$ cat config.mk
export PLATFORM = sky130hd
export DESIGN_NAME = self_test_seq
export DESIGN_NICKNAME = d
export VERILOG_FILES = /design/src/include/mit_pkg.sv /design/src/hdl/self_test_seq.sv
export SDC_FILE = /design/constraint.sdc
export NUM_CORES = 1
export LEC_CHECK = 0
export ABC_CLOCK_PERIOD_IN_PS = 2200
export BUFFER_PORTS_ARGS = -buffer_cell sky130_fd_sc_hd__buf_2
export CAP_MARGIN = 20
export CORE_UTILIZATION = 60
export DETAILED_ROUTE_END_ITERATION = 10
export PLACE_DENSITY = 0.78
export SYNTH_ARGS = -nofsm -noshare
export SYNTH_HDL_FRONTEND = slang
export SYNTH_SLANG_ARGS = --single-unit
$ cat constraint.sdc
create_clock -name clk -period 2.2 [get_ports clk]
set_clock_uncertainty 0.2 [all_clocks]
set_input_delay 0.22 -clock clk [delete_from_list [all_inputs] [get_ports clk]]
set_output_delay 0.22 -clock clk [all_outputs]
set_load 0.05 [all_outputs]
$ cat src/include/mit_pkg.sv
// Constants, types and word packing for the monitored input block
package mit_pkg;

// Behaviour
// Each pass forces every input low, then high, and checks both levels are seen.
// A pass starts once per second and finishes in under one millisecond.
// An input missing either forced level is flagged faulty and the indicator flashes.
// Forcing leaves the field source alone; reported states never show forced levels.
// All inputs are digitally filtered so glitches change no state and no flag; a glitch in the last three samples of a phase flags a fault.
// Four words are presented: two state words, then two fault words.
// A state bit is 1 while its input is on, 0 while off.
// A fault bit is 1 while its input is faulty, 0 while functional.
// An open, unconnected input reads 0 in its state bit.
// Loss of field supply sets all 32 fault bits to 1.
// On field supply return fault bits clear once inputs pass diagnostics.
// Indicator is steady on without faults and blinks while any fault exists.
// Input 1 sits at bit 1 of first state and fault words; same positions.
// Inputs 1-16 in first word, 17-32 in second; bit 1 is MSB.
// Fault flags update at each pass end and hold until a later pass succeeds.

  localparam int CLK_HZ          = 40_000_000;
  localparam int PASS_PERIOD_MS  = 1000;
  localparam int PASS_PERIOD_CYC = CLK_HZ / 1000 * PASS_PERIOD_MS;
  localparam int PHASE_US        = 400;
  localparam int PHASE_CYC       = CLK_HZ / 1_000_000 * PHASE_US;
  localparam int FILT_US         = 5000;
  localparam int FILT_CYC        = CLK_HZ / 1_000_000 * FILT_US;
  localparam int BLINK_MS        = 250;
  localparam int BLINK_CYC       = CLK_HZ / 1000 * BLINK_MS;

  localparam int N_IN   = 32;
  localparam int WORD_W = 16;
  localparam int ADDR_W = 8;

  // Register byte addresses
  localparam logic [ADDR_W-1:0] A_STATE_LO = 8'h00;
  localparam logic [ADDR_W-1:0] A_STATE_HI = 8'h04;
  localparam logic [ADDR_W-1:0] A_FAULT_LO = 8'h08;
  localparam logic [ADDR_W-1:0] A_FAULT_HI = 8'h0C;
  localparam logic [ADDR_W-1:0] A_CTRL     = 8'h10;
  localparam logic [ADDR_W-1:0] A_STATUS   = 8'h14;

  // Control and status fields
  localparam int CTRL_EN_BIT   = 0;
  localparam int CTRL_GO_BIT   = 1;
  localparam logic CTRL_EN_RST = 1'b1;
  localparam int ST_BUSY_BIT   = 0;
  localparam int ST_FIELD_BIT  = 1;
  localparam int ST_FAULT_BIT  = 2;
  localparam int ST_CNT_LSB    = 8;
  localparam int CNT_W         = 8;

  typedef enum logic [1:0] {
    SEQ_IDLE = 2'b00,
    SEQ_LOW  = 2'b01,
    SEQ_HIGH = 2'b10,
    SEQ_DONE = 2'b11
  } seq_state_t;

  // Input 1 lands in the MSB of the first word, input 16 in its LSB
  function automatic logic [WORD_W-1:0] pack_word(input logic [N_IN-1:0] v,
                                                  input logic            hi);
    logic [WORD_W-1:0] r;
    r = '0;
    for (int i = 0; i < WORD_W; i++) begin
      r[WORD_W-1-i] = hi ? v[WORD_W+i] : v[i];
    end
    return r;
  endfunction : pack_word

endpackage : mit_pkg

$ cat src/hdl/self_test_seq.sv
// Diagnostic pass timer and force sequencer
`timescale 1ns/1ps
module self_test_seq import mit_pkg::*; #(
  parameter int PERIOD = PASS_PERIOD_CYC,
  parameter int PHASE  = PHASE_CYC
) (
  input  wire logic clk,
  input  wire logic rst,
  input  wire logic enable,
  input  wire logic go,
  output logic      force_low,
  output logic      force_high,
  output logic      sample_low,
  output logic      done,
  output logic      busy
);

  localparam int PW = $clog2(PERIOD + 1);
  localparam int HW = $clog2(PHASE + 1);

  seq_state_t    state;
  logic [PW-1:0] per_cnt;
  logic [HW-1:0] ph_cnt;
  logic          tick;
  logic          ph_end;
  logic          ph_pre;

  assign tick   = (per_cnt == PW'(PERIOD - 1));
  assign ph_end = (ph_cnt == HW'(PHASE - 1));
  // One cycle before the phase ends: the strobes it launches stand in the
  // last cycle of the phase, while the forced level is still on the pins
  assign ph_pre = (ph_cnt == HW'(PHASE - 2));

  // Free-running one second timer
  always_ff @(posedge clk) begin
    if (rst || tick) begin
      per_cnt <= '0;
    end else begin
      per_cnt <= per_cnt + 1'b1;
    end
  end

  // Two forced phases, both well inside one millisecond
  always_ff @(posedge clk) begin
    if (rst) begin
      state      <= SEQ_IDLE;
      ph_cnt     <= '0;
      force_low  <= 1'b0;
      force_high <= 1'b0;
      sample_low <= 1'b0;
      done       <= 1'b0;
      busy       <= 1'b0;
    end else begin
      sample_low <= 1'b0;
      done       <= 1'b0;
      unique case (state)
        SEQ_IDLE: begin
          ph_cnt <= '0;
          if (enable && (tick || go)) begin
            state     <= SEQ_LOW;
            force_low <= 1'b1;
            busy      <= 1'b1;
          end
        end
        SEQ_LOW: begin
          ph_cnt <= ph_end ? '0 : ph_cnt + 1'b1;
          if (ph_pre) begin
            sample_low <= 1'b1;
          end
          if (ph_end) begin
            state      <= SEQ_HIGH;
            force_low  <= 1'b0;
            force_high <= 1'b1;
          end
        end
        SEQ_HIGH: begin
          ph_cnt <= ph_end ? '0 : ph_cnt + 1'b1;
          if (ph_pre) begin
            done <= 1'b1;
          end
          if (ph_end) begin
            state      <= SEQ_DONE;
            force_high <= 1'b0;
          end
        end
        SEQ_DONE: begin
          state <= SEQ_IDLE;
          busy  <= 1'b0;
        end
      endcase
    end
  end

endmodule : self_test_seq

; ---- Word-level counts from Yosys, hierarchy flattened
; Cells that the tools add are included.
[totals]
elab_cells = 49
inputBits = 4
regBits = 47
out_inout_bits = 5
[op_classes]
muxes = 13
add_sub_neg = 2
n_eq_ne = 9
n_bitwise = 2
reduce_logical = 15
[ops]
columns = op, count
row1 = equality test 14 bit (second input constant), 2
row2 = case mux 14 bit (2 select lines), 1
row3 = adder 26 x 1 -> 26 bit (second input constant), 1
row4 = equality test 26 bit (second input constant), 1
row5 = adder 14 x 1 -> 14 bit (second input constant), 1
row6 = 2-to-1 mux 14 bit, 1
row7 = AND reduction 3 bit, 3
row8 = case mux 2 bit (4 select lines), 1
row9 = nonzero test 2 bit, 4
row10 = 2-to-1 mux 2 bit, 3
row11 = != test 2 bit (second input constant), 3
row12 = case mux 1 bit (2 select lines), 3
row13 = OR reduction 2 bit, 3
row14 = equality test 2 bit (second input constant), 2
row15 = 2-to-1 mux 1 bit, 4
row16 = equality test 2 x 1 -> 1 bit (second input constant), 1
row17 = zero test 2 bit, 1
row18 = logical OR 1 bit, 2
row19 = inverter 1 bit, 2
row20 = AND reduction 2 bit, 1
row21 = logical AND 1 bit, 1

; ---- Longest topological paths before layout
; Gate-level depths: netlist (run 1).
[depth]
depth_word = 5
depth_mapped = 7
depth_no_buf = 6

; ---- Worst setup path after synthesis (run 1)
; Ideal clock, no wire load.
[synth_timing]
kind = register to register
start = register per_cnt[19]
end = register force_low
n_path_buf = 0
setup_time_ns = 0.129
arrival_ns = 1.467
path_slack_ns = 0.405
path_stages_with_launch = 6
required_time_ns = 1.871
period_less_slack_ns = 1.795
path_cell_list = dfxtp_1 nor4b_2 nand4_2 o311a_1 o211ai_1 o31ai_1
[synth_via]
elab_chain_cells = 5
[synth_lines]
columns = element, line
row1 = start: declaration, self_test_seq.sv:22  ; logic [PW-1:0] per_cnt;
row2 = start signal: assignment, self_test_seq.sv:39  ; per_cnt <= per_cnt + 1'b1;
row3 = equality test 26 bit, self_test_seq.sv:28  ; assign tick = (per_cnt == PW'(PERIOD - 1));
row4 = logical OR 1 bit, self_test_seq.sv:59  ; if (enable && (tick || go)) begin
row5 = logical AND 1 bit, self_test_seq.sv:59
row6 = != test 2 bit (no line), -
row7 = AND reduction 3 bit (no line), -
row8 = end signal: assignment, self_test_seq.sv:48  ; force_low <= 1'b0;
row9 = end signal: assignment, self_test_seq.sv:61  ; force_low <= 1'b1;
row10 = end signal: assignment, self_test_seq.sv:72  ; force_low <= 1'b0;
row11 = end: declaration, self_test_seq.sv:11  ; output logic force_low,
; Every way passes these cells.
; A chain may end at the register's enable or synchronous reset.

; ---- Worst setup path after layout (run 1)
[layout_timing]
start = register per_cnt[2]
end = register per_cnt[25]
[layout_via]
elab_chain_cells = 2
word_cells_on_any_way = 3
cone_classes = 1 x add/sub / 1 x eq/ne / 1 x reduce/logical
[layout_lines]
columns = element
row1 = branches (longest 2 deep; another with adder 26 x 1 -> 26 bit)
; Several ways; the timed one is not identified.

==> results of run 1 <==
==> layout make-up <==
| type | instances | area, µm² | area share |
|---|---|---|---|
| clock buffers | 5 | 68.8 | 0.0278 |
| clock inverters | 3 | 20.0 | 0.00808 |
| inverters | 15 | 56.3 | 0.0227 |
| multi-input cells | 186 | 1260 | 0.509 |
| flip-flops and latches | 47 | 941 | 0.380 |
| well taps | 48 | 60.1 | 0.0242 |
| repair buffers | 12 | 70.1 | 0.0283 |
==> final timing paths <==
path / slack [ns] / endpoint / start / cells past startpoint
worst max-delay path: 0.24 / per_cnt[25] / per_cnt[2] / 5
worst min-delay path: 0.03 / busy / enable / 3
worst max register to register: 0.24 / per_cnt[25] / per_cnt[2] / 5
worst min register to register: 0.26 / per_cnt[0] / per_cnt[0] / 1
==> power groups by stage <==
| stage | logic [W] | registers, W | clock network [W] |
|---|---|---|---|
| 2_1_floorplan | 0.000207 | 0.000984 | 0 |
| 3_3_place_gp | 0.000306 | 0.000948 | 0 |
| 3_5_place_dp | 0.000310 | 0.000949 | 0 |
| 4_1_cts | 0.000310 | 0.000929 | 0.000524 |
| 5_1_grt | 0.000349 | 0.000934 | 0.000559 |
| 6_report | 0.000309 | 0.000929 | 0.000509 |
==> flip-flops by register name (all words and copies together) (netlist names) <==
register,count
per_cnt,26
busy,1
force_low,1
done,1
force_high,1
state,2
sample_low,1
ph_cnt,14
==> synthesized netlist by cell type (all sizes together) <==
library cell  count  area share
nor4b             2       0.017
a211oi            1      0.0033
and3              6       0.017
o221a             1      0.0049
o21ai             4      0.0087
a211o             1      0.0044
clkbuf            2      0.0033
xor2             15       0.057
o211ai            1      0.0033
a21o              1      0.0033
a31oi             1      0.0027
nand3            15       0.033
nor2b             3      0.0082
and4              6       0.023
nor3              9       0.020
a21oi             7       0.015
buf               6       0.015
dfxtp            47        0.41
inv              15       0.024
or3               3      0.0082
mux2i             1      0.0044
nor4bb            1      0.0044
nand4b            1      0.0038
o21a              1      0.0033
nor3b             1      0.0033
o311a             1      0.0044
o31ai             3       0.016
and4bb            2       0.011
nand4             7       0.028
xnor2            17       0.065
ha                8       0.044
a21boi            1      0.0033
nand3b            1      0.0033
nand2            18       0.029
and2              3      0.0082
nor4              3       0.021
nor2             41       0.068
==> layer usage <==
layer | global-route usage | part of all wire | up-vias
li1 | - | - | 894
met1 | 0.256 | 0.47 | 799
met2 | 0.391 | 0.50 | 12
met3 | 0.0393 | 0.018 | 4
met4 | 0.0966 | 0.012 | 0
met5 | 0 | 0 | -
==> worst max-delay path, delay by kind of cell (launching register included) <==
kind                      cells  cell delay, ns
and+or+nand+nor               4            1.01
DFF                           1            0.46
xor gates and xnor gates      1            0.16
==> cells by family after synthesis <==
logic type,share of synthesized area
adder cells (fa/ha/maj),0.0435
buffers and inverters,0.0430
XOR/XNOR,0.122
multiplexers,0.00435
flip-flops,0.409
AO/OA/AOI/OAI,0.0723
AND/OR/NAND/NOR,0.306
==> through the flow <==
step | cells | power (W) | hold slack, ns
after global routing | 316 | 0.00184 | 0.0423
after detailed placement | 308 | 0.00126 | 0.246
after floorplan | 256 | 0.00119 | 0.188
final | 316 | 0.00175 | 0.0293
after CTS | 316 | 0.00176 | 0.0247
after global placement | 308 | 0.00125 | 0.232
==> qor.csv, run 1 <==
stage,metric,value,unit
clock_network,Max Root-Sink Buffers,2,
grt,first-pass GRT wire length,7080,µm
detailed_routing,drt total wl,3980,µm
clock_network,Sink Count,47,
final_layout,share of cells above drive strength 1,0.119,
synth,syn avg cell area,8.99,µm²
clock_network,clock latency on the worst-skew pair,0.30,ns
floorplan,DIE AREA,4090,µm²
clock_network,"Hold-fix buffers, CTS",0,
clock_network,post-CTS sizing,0,
placement,Placed Area,2390,µm²
timing,RSZ-0062 raised after global routing,no,
detailed_routing,antenna-violating nets left,0,
detailed_routing,DRC,0,
timing,Worst Tran Pin Value,0.455,ns
placement,HPWL after DPL,2890,µm
synth,syn_nets,268,
final_layout,n_diodes,0,
timing,Fin. Hold Viols,0,
timing,final worst path period share,0.891,
floorplan,Die Span Y,63.9,µm
detailed_routing,DR pass1 iterations,4,
final_layout,"most common cell after layout, fill and taps aside",dfxtp_1,
power_and_ir_drop,Gate power share,0.177,
floorplan,io pins,9,
power_and_ir_drop,Cell Int Power,0.00122,W
detailed_routing,WL per Instance,12.6,µm
worst_setup_path,Worst path slowest cell,dfxtp_1,
grt,largest net degree at the start of global routing,25,
synth,Synth Instances,256,
floorplan,Initial Utilization,0.629,
timing,Sum Neg Setup Slack,0,ns
worst_setup_path,CP Cell Sequence,"and3_2, nand3_1, nor4_4, xnor2_1, nor2_1",
timing,Rel. slew slack,0.696,
floorplan,row cnt,22,
placement,RePlAce Congestion,0.786,
final_layout,"commonest non-fill, non-tap cells in the layout","dfxtp_1, nor2_1, nand2_1, xnor2_1",
grt,grt ovf,0,
placement,port bufs,8,
final_layout,fin nets,279,
detailed_routing,vias per cell,5.41,
worst_hold_path,worst min-delay path category,input pin to flip-flop,
timing,Pins Over Slew Limit,0,
power_and_ir_drop,Clk pwr share,0.291,
worst_setup_path,CP Class,flip-flop to flip-flop,
detailed_routing,Iter 0 DRT Violations,116,
grt,initial antenna violation count,0,
worst_setup_path,critical path arrival,1.94,ns
worst_setup_path,worst stage delay on the critical path,0.46,ns
timing,final setup slack of the worst path,0.239,ns
power_and_ir_drop,Switch Pwr,0.000527,W
placement,Post-Place Setup Slack,0.255,ns
clock_network,CTS tree,built,
clock_network,clock root cell,clkbuf_8,
clock_network,post-CTS setup buffer count,0,
status,outcome,"complete, no violations",
floorplan,die width,63.9,µm
timing,min cycle time layout,1.96,ns
floorplan,core area,3660,µm²
final_layout,area grow syn2layout,7.67,%
synth,Syn Std Cell Area,2300,µm²
timing,# setup viols final,0,
grt,GRT Total Usage,0.220,
final_layout,# fillers,309,
timing,Peak Freq,510,MHz
synth,Seq cells post-synth,47,
detailed_routing,vias,1709,
clock_network,number of CTS-inserted buffers,5,
final_layout,Finished Cell Area,2480,µm²
worst_setup_path,worst endpoint required time,2.18,ns
power_and_ir_drop,peak supply drop,0.435,mV
power_and_ir_drop,leak pwr,0.908,nW
power_and_ir_drop,sequential power share,0.532,
worst_setup_path,Crit. End Element,flip-flop,
clock_network,clk slew on worst S/H paths,0.09,ns
final_layout,final core utilization,0.677,
synth,"Seq/Total Area, Yosys",0.409,
run,max cap viols,0,
clock_network,H-tree Lvls,2,
synth,Yosys warnings,0,
worst_setup_path,startpoint types,flip-flop,
synth,synth unique cells,47,
power_and_ir_drop,Power Density,705,nW/µm²
worst_setup_path,CP Max Fanout,11,
power_and_ir_drop,switching share of power,0.302,
grt,vias in the first global route,1692,
No activity file was read; power rests on OpenSTA's default activity.
==> run 2: changes to the inputs <==
Settings changed: CORE_ASPECT_RATIO set to 1.25.
==> run 2 against run 1 <==
Net effect:
- the flow now finishes with violations (design-rule violations)
- routed wire length is 2.5% lower
- design area grew 0.61%
- register-to-register slack better by 0.02 ns
- first-iteration DRC count is 46% lower
- sequential cell count unchanged
- cell count decreased by 2.5%
- utilization is 2.1 points higher
- largest cell class unchanged
- largest power group unchanged
- highest routed layer unchanged
==> qor.csv, run 2 (synthesis results as in run 1) <==
stage,metric,value,unit,change
status,outcome,"complete, but fails checks",,
status,failing checks,design-rule violations,,
clock_network,post-CTS sizing,0,,unchanged
final_layout,multi-input combinational cell area,1260,µm²,unchanged
clock_network,Max Root-Sink Buffers,2,,unchanged
detailed_routing,Iter 0 DRT Violations,63,,-46%
worst_setup_path,R2R Path End,state[0],,
clock_network,clk slew on worst S/H paths,0.08,ns,about the same
detailed_routing,DRC,2,,+2
grt,largest net degree at the start of global routing,25,,unchanged
grt,vias in the first global route,1676,,-0.95%
final_layout,fin nets,281,,+0.72%
final_layout,area grow syn2layout,8.32,%,
detailed_routing,DR pass1 iterations,7,,+3
detailed_routing,WL per Instance,12.6,µm,about the same
final_layout,final std cells w/o fill,308,,-2.5%
power_and_ir_drop,peak supply drop,0.357,mV,-18%
worst_setup_path,CP Max Fanout,5,,-6
detailed_routing,routed wl met3,92,µm,+30%
timing,RSZ-0062 raised after global routing,no,,
timing,final worst path period share,0.882,,-0.00957
floorplan,Die Span Y,71.2,µm,+11%
placement,RePlAce Congestion,0.775,,-1.4%
clock_network,H-tree Lvls,2,,unchanged
detailed_routing,vias,1704,,-0.29%
placement,port bufs,8,,unchanged
worst_setup_path,worst endpoint required time,2.19,ns,about the same
grt,grt ovf,0,,unchanged
final_layout,register with the most flip-flops,per_cnt,,
timing,Peak Freq,516,MHz,+1.1%
worst_setup_path,CP Class,flip-flop to flip-flop,,
detailed_routing,antenna-violating nets left,0,,unchanged
detailed_routing,DR top layer,met4,,
worst_hold_path,hold path depth,3,,unchanged
worst_setup_path,critical path arrival,1.93,ns,about the same
detailed_routing,drt total wl,3880,µm,-2.5%
floorplan,core area,3570,µm²,-2.4%
floorplan,die width,57.4,µm,-10%
final_layout,max FFs per register,26,,unchanged
final_layout,n_diodes,0,,unchanged
clock_network,CTS tree,built,,
final_layout,# fillers,286,,-7.4%
grt,GRT Total Usage,0.224,,+0.00425
floorplan,io pins,9,,unchanged
worst_setup_path,worst reg-to-reg path cell count,7,,+2
timing,# setup viols final,0,,unchanged
worst_setup_path,startpoint types,flip-flop,,
power_and_ir_drop,leak pwr,0.929,nW,+2.3%
worst_hold_path,hold endpoint,busy,,
timing,Rel. slew slack,0.724,,+0.0275
worst_setup_path,"setup slack, reg-to-reg",0.26,ns,+0.02 ns
timing,Worst Tran Pin Value,0.414,ns,-0.0411 ns
grt,first-pass GRT wire length,7070,µm,-0.20%
final_layout,"commonest non-fill, non-tap cells in the layout","dfxtp_1, nor2_1, nand2_1, xnor2_1",,
final_layout,biggest regs,"per_cnt: 26 flops, ph_cnt: 14 flops, state: 2 flops",,
final_layout,share of cells above drive strength 1,0.123,,+0.00327
timing,Sum Neg Setup Slack,0,ns,unchanged
worst_hold_path,worst min-delay path category,input pin to flip-flop,,
run,max cap viols,0,,unchanged
clock_network,Sink Count,47,,unchanged
timing,Pins Over Slew Limit,0,,unchanged
placement,placed insts,301,,-2.3%
worst_hold_path,Hold Startpoint,enable,,
timing,min cycle time layout,1.94,ns,-0.0210 ns
clock_network,clock root cell,clkbuf_8,,
final_layout,Sequential Area,941,µm²,unchanged
detailed_routing,vias per cell,5.53,,+2.3%
placement,HPWL after DPL,2760,µm,-4.5%
clock_network,post-CTS setup buffer count,0,,unchanged
clock_network,clock latency on the worst-skew pair,0.30,ns,about the same
floorplan,Initial Utilization,0.644,,+0.0154
final_layout,"most common cell after layout, fill and taps aside",dfxtp_1,,
timing,Fin. Hold Viols,0,,unchanged
power_and_ir_drop,Power Density,706,nW/µm²,+0.12%
floorplan,DIE AREA,4090,µm²,about the same
detailed_routing,M1 WL,1740,µm,-6.1%
worst_setup_path,worst r2r src,ph_cnt[1],,
clock_network,"Hold-fix buffers, CTS",0,,unchanged
grt,initial antenna violation count,0,,unchanged
worst_setup_path,Crit. End Element,flip-flop,,
detailed_routing,metal2 WL,1960,µm,-2.3%
clock_network,number of CTS-inserted buffers,5,,unchanged
floorplan,row cnt,24,,+9.1%
-- run 2: cell count changes in the layout (fill, tap and decap cells not counted), sizes merged --
cell / previous run / this run
buf: 12 / 14
clkinvlp: 2 / 0
clkbuf: 5 / 6
-- run 2: final cells by class --
type,count,area share
multi-input combinational,186,0.506
sequential,47,0.378
timing repair buffer,14,0.0392
clock buffer,6,0.0331
inverter,15,0.0226
tap,39,0.0196
clock inverter,1,0.00201
-- run 2: worst max-delay path, cell delays in order, from the launching register on --
cell      delay [ns]
dfxtp_1         0.39
ha_1            0.20
nor4bb_1        0.24
nand4_1         0.20
buf_4           0.20
a211oi_1        0.24
nor2_1          0.06
o21a_1          0.11
-- run 2: where the power goes --
group	switching [W]	internal, W
logic	0.000201	0.000114
registers	0.0000374	0.000889
clock network	0.000271	0.000247
-- run 2: how the worst max path moves through the flow --
stage | startpoint | to | depth (start not counted)
after global placement | per_cnt[19] | force_low | 5
after global routing | ph_cnt[1] | state[1] | 7
after floorplan | per_cnt[19] | force_low | 5
after detailed placement | per_cnt[19] | state[1] | 5
after CTS | ph_cnt[1] | state[1] | 7
final | ph_cnt[1] | state[0] | 7
-- run 2: layer usage --
metal,track usage,up-vias
li1,-,893
met1,0.249,788
met2,0.388,16
met3,0.0632,7
met4,0.111,0
met5,0,-
-- run 2: per-stage QoR --
step	utilization	total power (W)	setup WS, ns	cell area (µm²)	hold slack [ns]
3_3_place_gp	0.673	0.00126	0.303	2400	0.225
5_1_grt	0.697	0.00186	0.0843	2490	0.0189
2_1_floorplan	-	0.00119	0.405	2300	0.188
3_5_place_dp	0.673	0.00126	0.275	2400	0.232
6_report	0.697	0.00176	0.260	2490	0.0296
4_1_cts	0.697	0.00177	0.250	2490	0.0171
==> run 3: changes to the inputs <==
Settings changed: CORE_UTILIZATION 60 to 30, PLACE_DENSITY 0.78 to unset.
==> run 3 against run 2 <==
Net effect:
- the flow now finishes without violations
- global-route usage shrank 11 points
- sequential power about the same
- utilization decreased by 35 points
- register-to-register slack lost 0.05 ns
- worst setup slack worse by 0.053 ns
- sequential cell count is the same
- clock-buffer cell count down 1
- fmax shrank 2.6%
- sequential share of layout area down 1.2 points
- via count up 1.7%
- die area grew 96%
- hold slack worse by 0.0096 ns
- critical path type unchanged
- largest cell class unchanged
- highest routed layer unchanged
==> qor.csv, run 3 (synthesis results as in run 1) <==
stage,metric,value,unit,change
status,outcome,"complete, no violations",,
worst_setup_path,cell family with most CP delay,simple AND/OR/NAND/NOR gates,,
clock_network,"Hold-fix buffers, CTS",0,,unchanged
power_and_ir_drop,Pwr Total,0.00178,W,+1.1%
worst_setup_path,CP Cell Sequence,"nor4b_2, nand4_2, o311a_1, nor2_2, mux2i_1",,
worst_setup_path,worst endpoint required time,2.23,ns,+0.04 ns
clock_network,H-tree Lvls,2,,unchanged
worst_setup_path,worst stage delay on the critical path,0.45,ns,+0.06 ns
grt,first-pass GRT wire length,7070,µm,about the same
final_layout,"commonest non-fill, non-tap cells in the layout","dfxtp_1, nor2_1, nand2_1, xnor2_1",,
placement,Post-Place Setup Slack,0.234,ns,-0.0420 ns
timing,min cycle time layout,1.99,ns,+0.0526 ns
final_layout,n_diodes,0,,unchanged
placement,RePlAce Congestion,0.765,,-1.3%
final_layout,Sequential Area,941,µm²,unchanged
timing,RSZ-0062 raised after global routing,no,,
detailed_routing,WL per Instance,11.0,µm,-13%
clock_network,clock root cell,clkbuf_8,,
detailed_routing,DRC,0,,-2
worst_hold_path,hold path depth,3,,unchanged
final_layout,"most common cell after layout, fill and taps aside",dfxtp_1,,
timing,Peak Freq,502,MHz,-2.6%
floorplan,Initial Utilization,0.311,,-0.333
power_and_ir_drop,peak supply drop,0.386,mV,+8.1%
detailed_routing,vias,1733,,+1.7%
timing,final worst path period share,0.906,,+0.0239
worst_setup_path,CP Class,flip-flop to flip-flop,,
detailed_routing,drt total wl,3970,µm,+2.2%
floorplan,DIE AREA,8030,µm²,+96%
final_layout,final core utilization,0.348,,-0.350
detailed_routing,DR pass1 iterations,3,,-4
timing,Sum Neg Setup Slack,0,ns,unchanged
worst_setup_path,critical path arrival,2.02,ns,+0.09 ns
timing,# setup viols final,0,,unchanged
final_layout,share of cells above drive strength 1,0.126,,+0.00325
timing,final setup slack of the worst path,0.208,ns,-0.0526 ns
power_and_ir_drop,leak pwr,0.929,nW,about the same
placement,HPWL after DPL,2920,µm,+5.9%
detailed_routing,Iter 0 DRT Violations,57,,-9.5%
floorplan,Die Span Y,99.9,µm,+40%
worst_hold_path,worst min-delay path category,input pin to flip-flop,,
timing,worst hold slack,0.0200,ns,-0.00955 ns
clock_network,Max Root-Sink Buffers,2,,unchanged
worst_setup_path,worst reg-to-reg path cell count,5,,-2
placement,port bufs,8,,unchanged
clock_network,number of CTS-inserted buffers,5,,unchanged
grt,grt ovf,0,,unchanged
floorplan,die width,80.3,µm,+40%
timing,Rel. slew slack,0.706,,-0.0175
grt,largest net degree at the start of global routing,25,,unchanged
run,max cap viols,0,,unchanged
final_layout,register with the most flip-flops,per_cnt,,
timing,Worst Tran Pin Value,0.440,ns,+0.0262 ns
power_and_ir_drop,Power Density,691,nW/µm²,-2.1%
clock_network,Sink Count,47,,unchanged
clock_network,post-CTS setup buffer count,0,,unchanged
final_layout,multi-input combinational cell area,1260,µm²,unchanged
floorplan,core area,7400,µm²,+110%
floorplan,row cnt,35,,+46%
final_layout,max FFs per register,26,,unchanged
worst_setup_path,worst path bufs/invs,0,,-1
final_layout,biggest regs,"per_cnt: 26 flops, ph_cnt: 14 flops, state: 2 flops",,
grt,GRT Total Usage,0.111,,-0.113
worst_setup_path,CP Max Fanout,5,,unchanged
clock_network,post-CTS sizing,0,,unchanged
worst_setup_path,Worst path slowest cell,o311a_1,,
detailed_routing,vias per cell,4.79,,-13%
detailed_routing,antenna-violating nets left,0,,unchanged
clock_network,clock latency on the worst-skew pair,0.30,ns,about the same
timing,Fin. Hold Viols,0,,unchanged
timing,Pins Over Slew Limit,0,,unchanged
worst_setup_path,Crit. End Element,flip-flop,,
floorplan,io pins,9,,unchanged
final_layout,fin nets,281,,unchanged
final_layout,area grow syn2layout,11.8,%,
clock_network,clk slew on worst S/H paths,0.09,ns,about the same
final_layout,# fillers,756,,+160%
grt,initial antenna violation count,0,,unchanged
worst_setup_path,startpoint types,flip-flop,,
clock_network,CTS tree,built,,
grt,vias in the first global route,1667,,-0.54%
worst_setup_path,Crit path depth,5,,-2
run 3: cell types whose count changed in the layout (fill, tap and decap cells not counted), sizes merged:
cell      change
clkinvlp      +2
clkbuf        -1
run 3: routing by layer:
layer | share of wire | vias to the layer above | global-route usage
li1 | - | 894 | -
met1 | 0.45 | 823 | 0.122
met2 | 0.51 | 10 | 0.201
met3 | 0.021 | 6 | 0.0273
met4 | 0.016 | 0 | 0.0453
met5 | 0 | - | 0
run 3: stage by stage:
stage | cell area [µm²] | cells
finish | 2570 | 362
CTS | 2570 | 362
global placement | 2480 | 354
floorplan | 2300 | 256
detailed placement | 2480 | 354
global route | 2570 | 362
run 3: path summary, 6_finish.rpt:
kind | from | end | slack (ns)
hold / removal | enable | busy | 0.02
setup reg to reg | per_cnt[19] | state[1] | 0.21
setup / recovery | per_cnt[19] | state[1] | 0.21
hold reg to reg | per_cnt[0] | per_cnt[0] | 0.24
run 3: worst min-delay path: stages:
cell,delay [ns]
buf_2,0.12
nand4_1,0.08
a21oi_1,0.06
run 3: power breakdown:
group,switching [W],internal (W)
combinational,0.000205,0.000137
clock,0.000287,0.000221
sequential,0.0000379,0.000889
run 3: layout make-up:
class	count	area share
clock inverters	3	0.00778
repair buffers	14	0.0428
inverters	15	0.0219
multi-input cells	186	0.490
well taps	92	0.0447
clock buffers	5	0.0268
flip-flops and latches	47	0.366
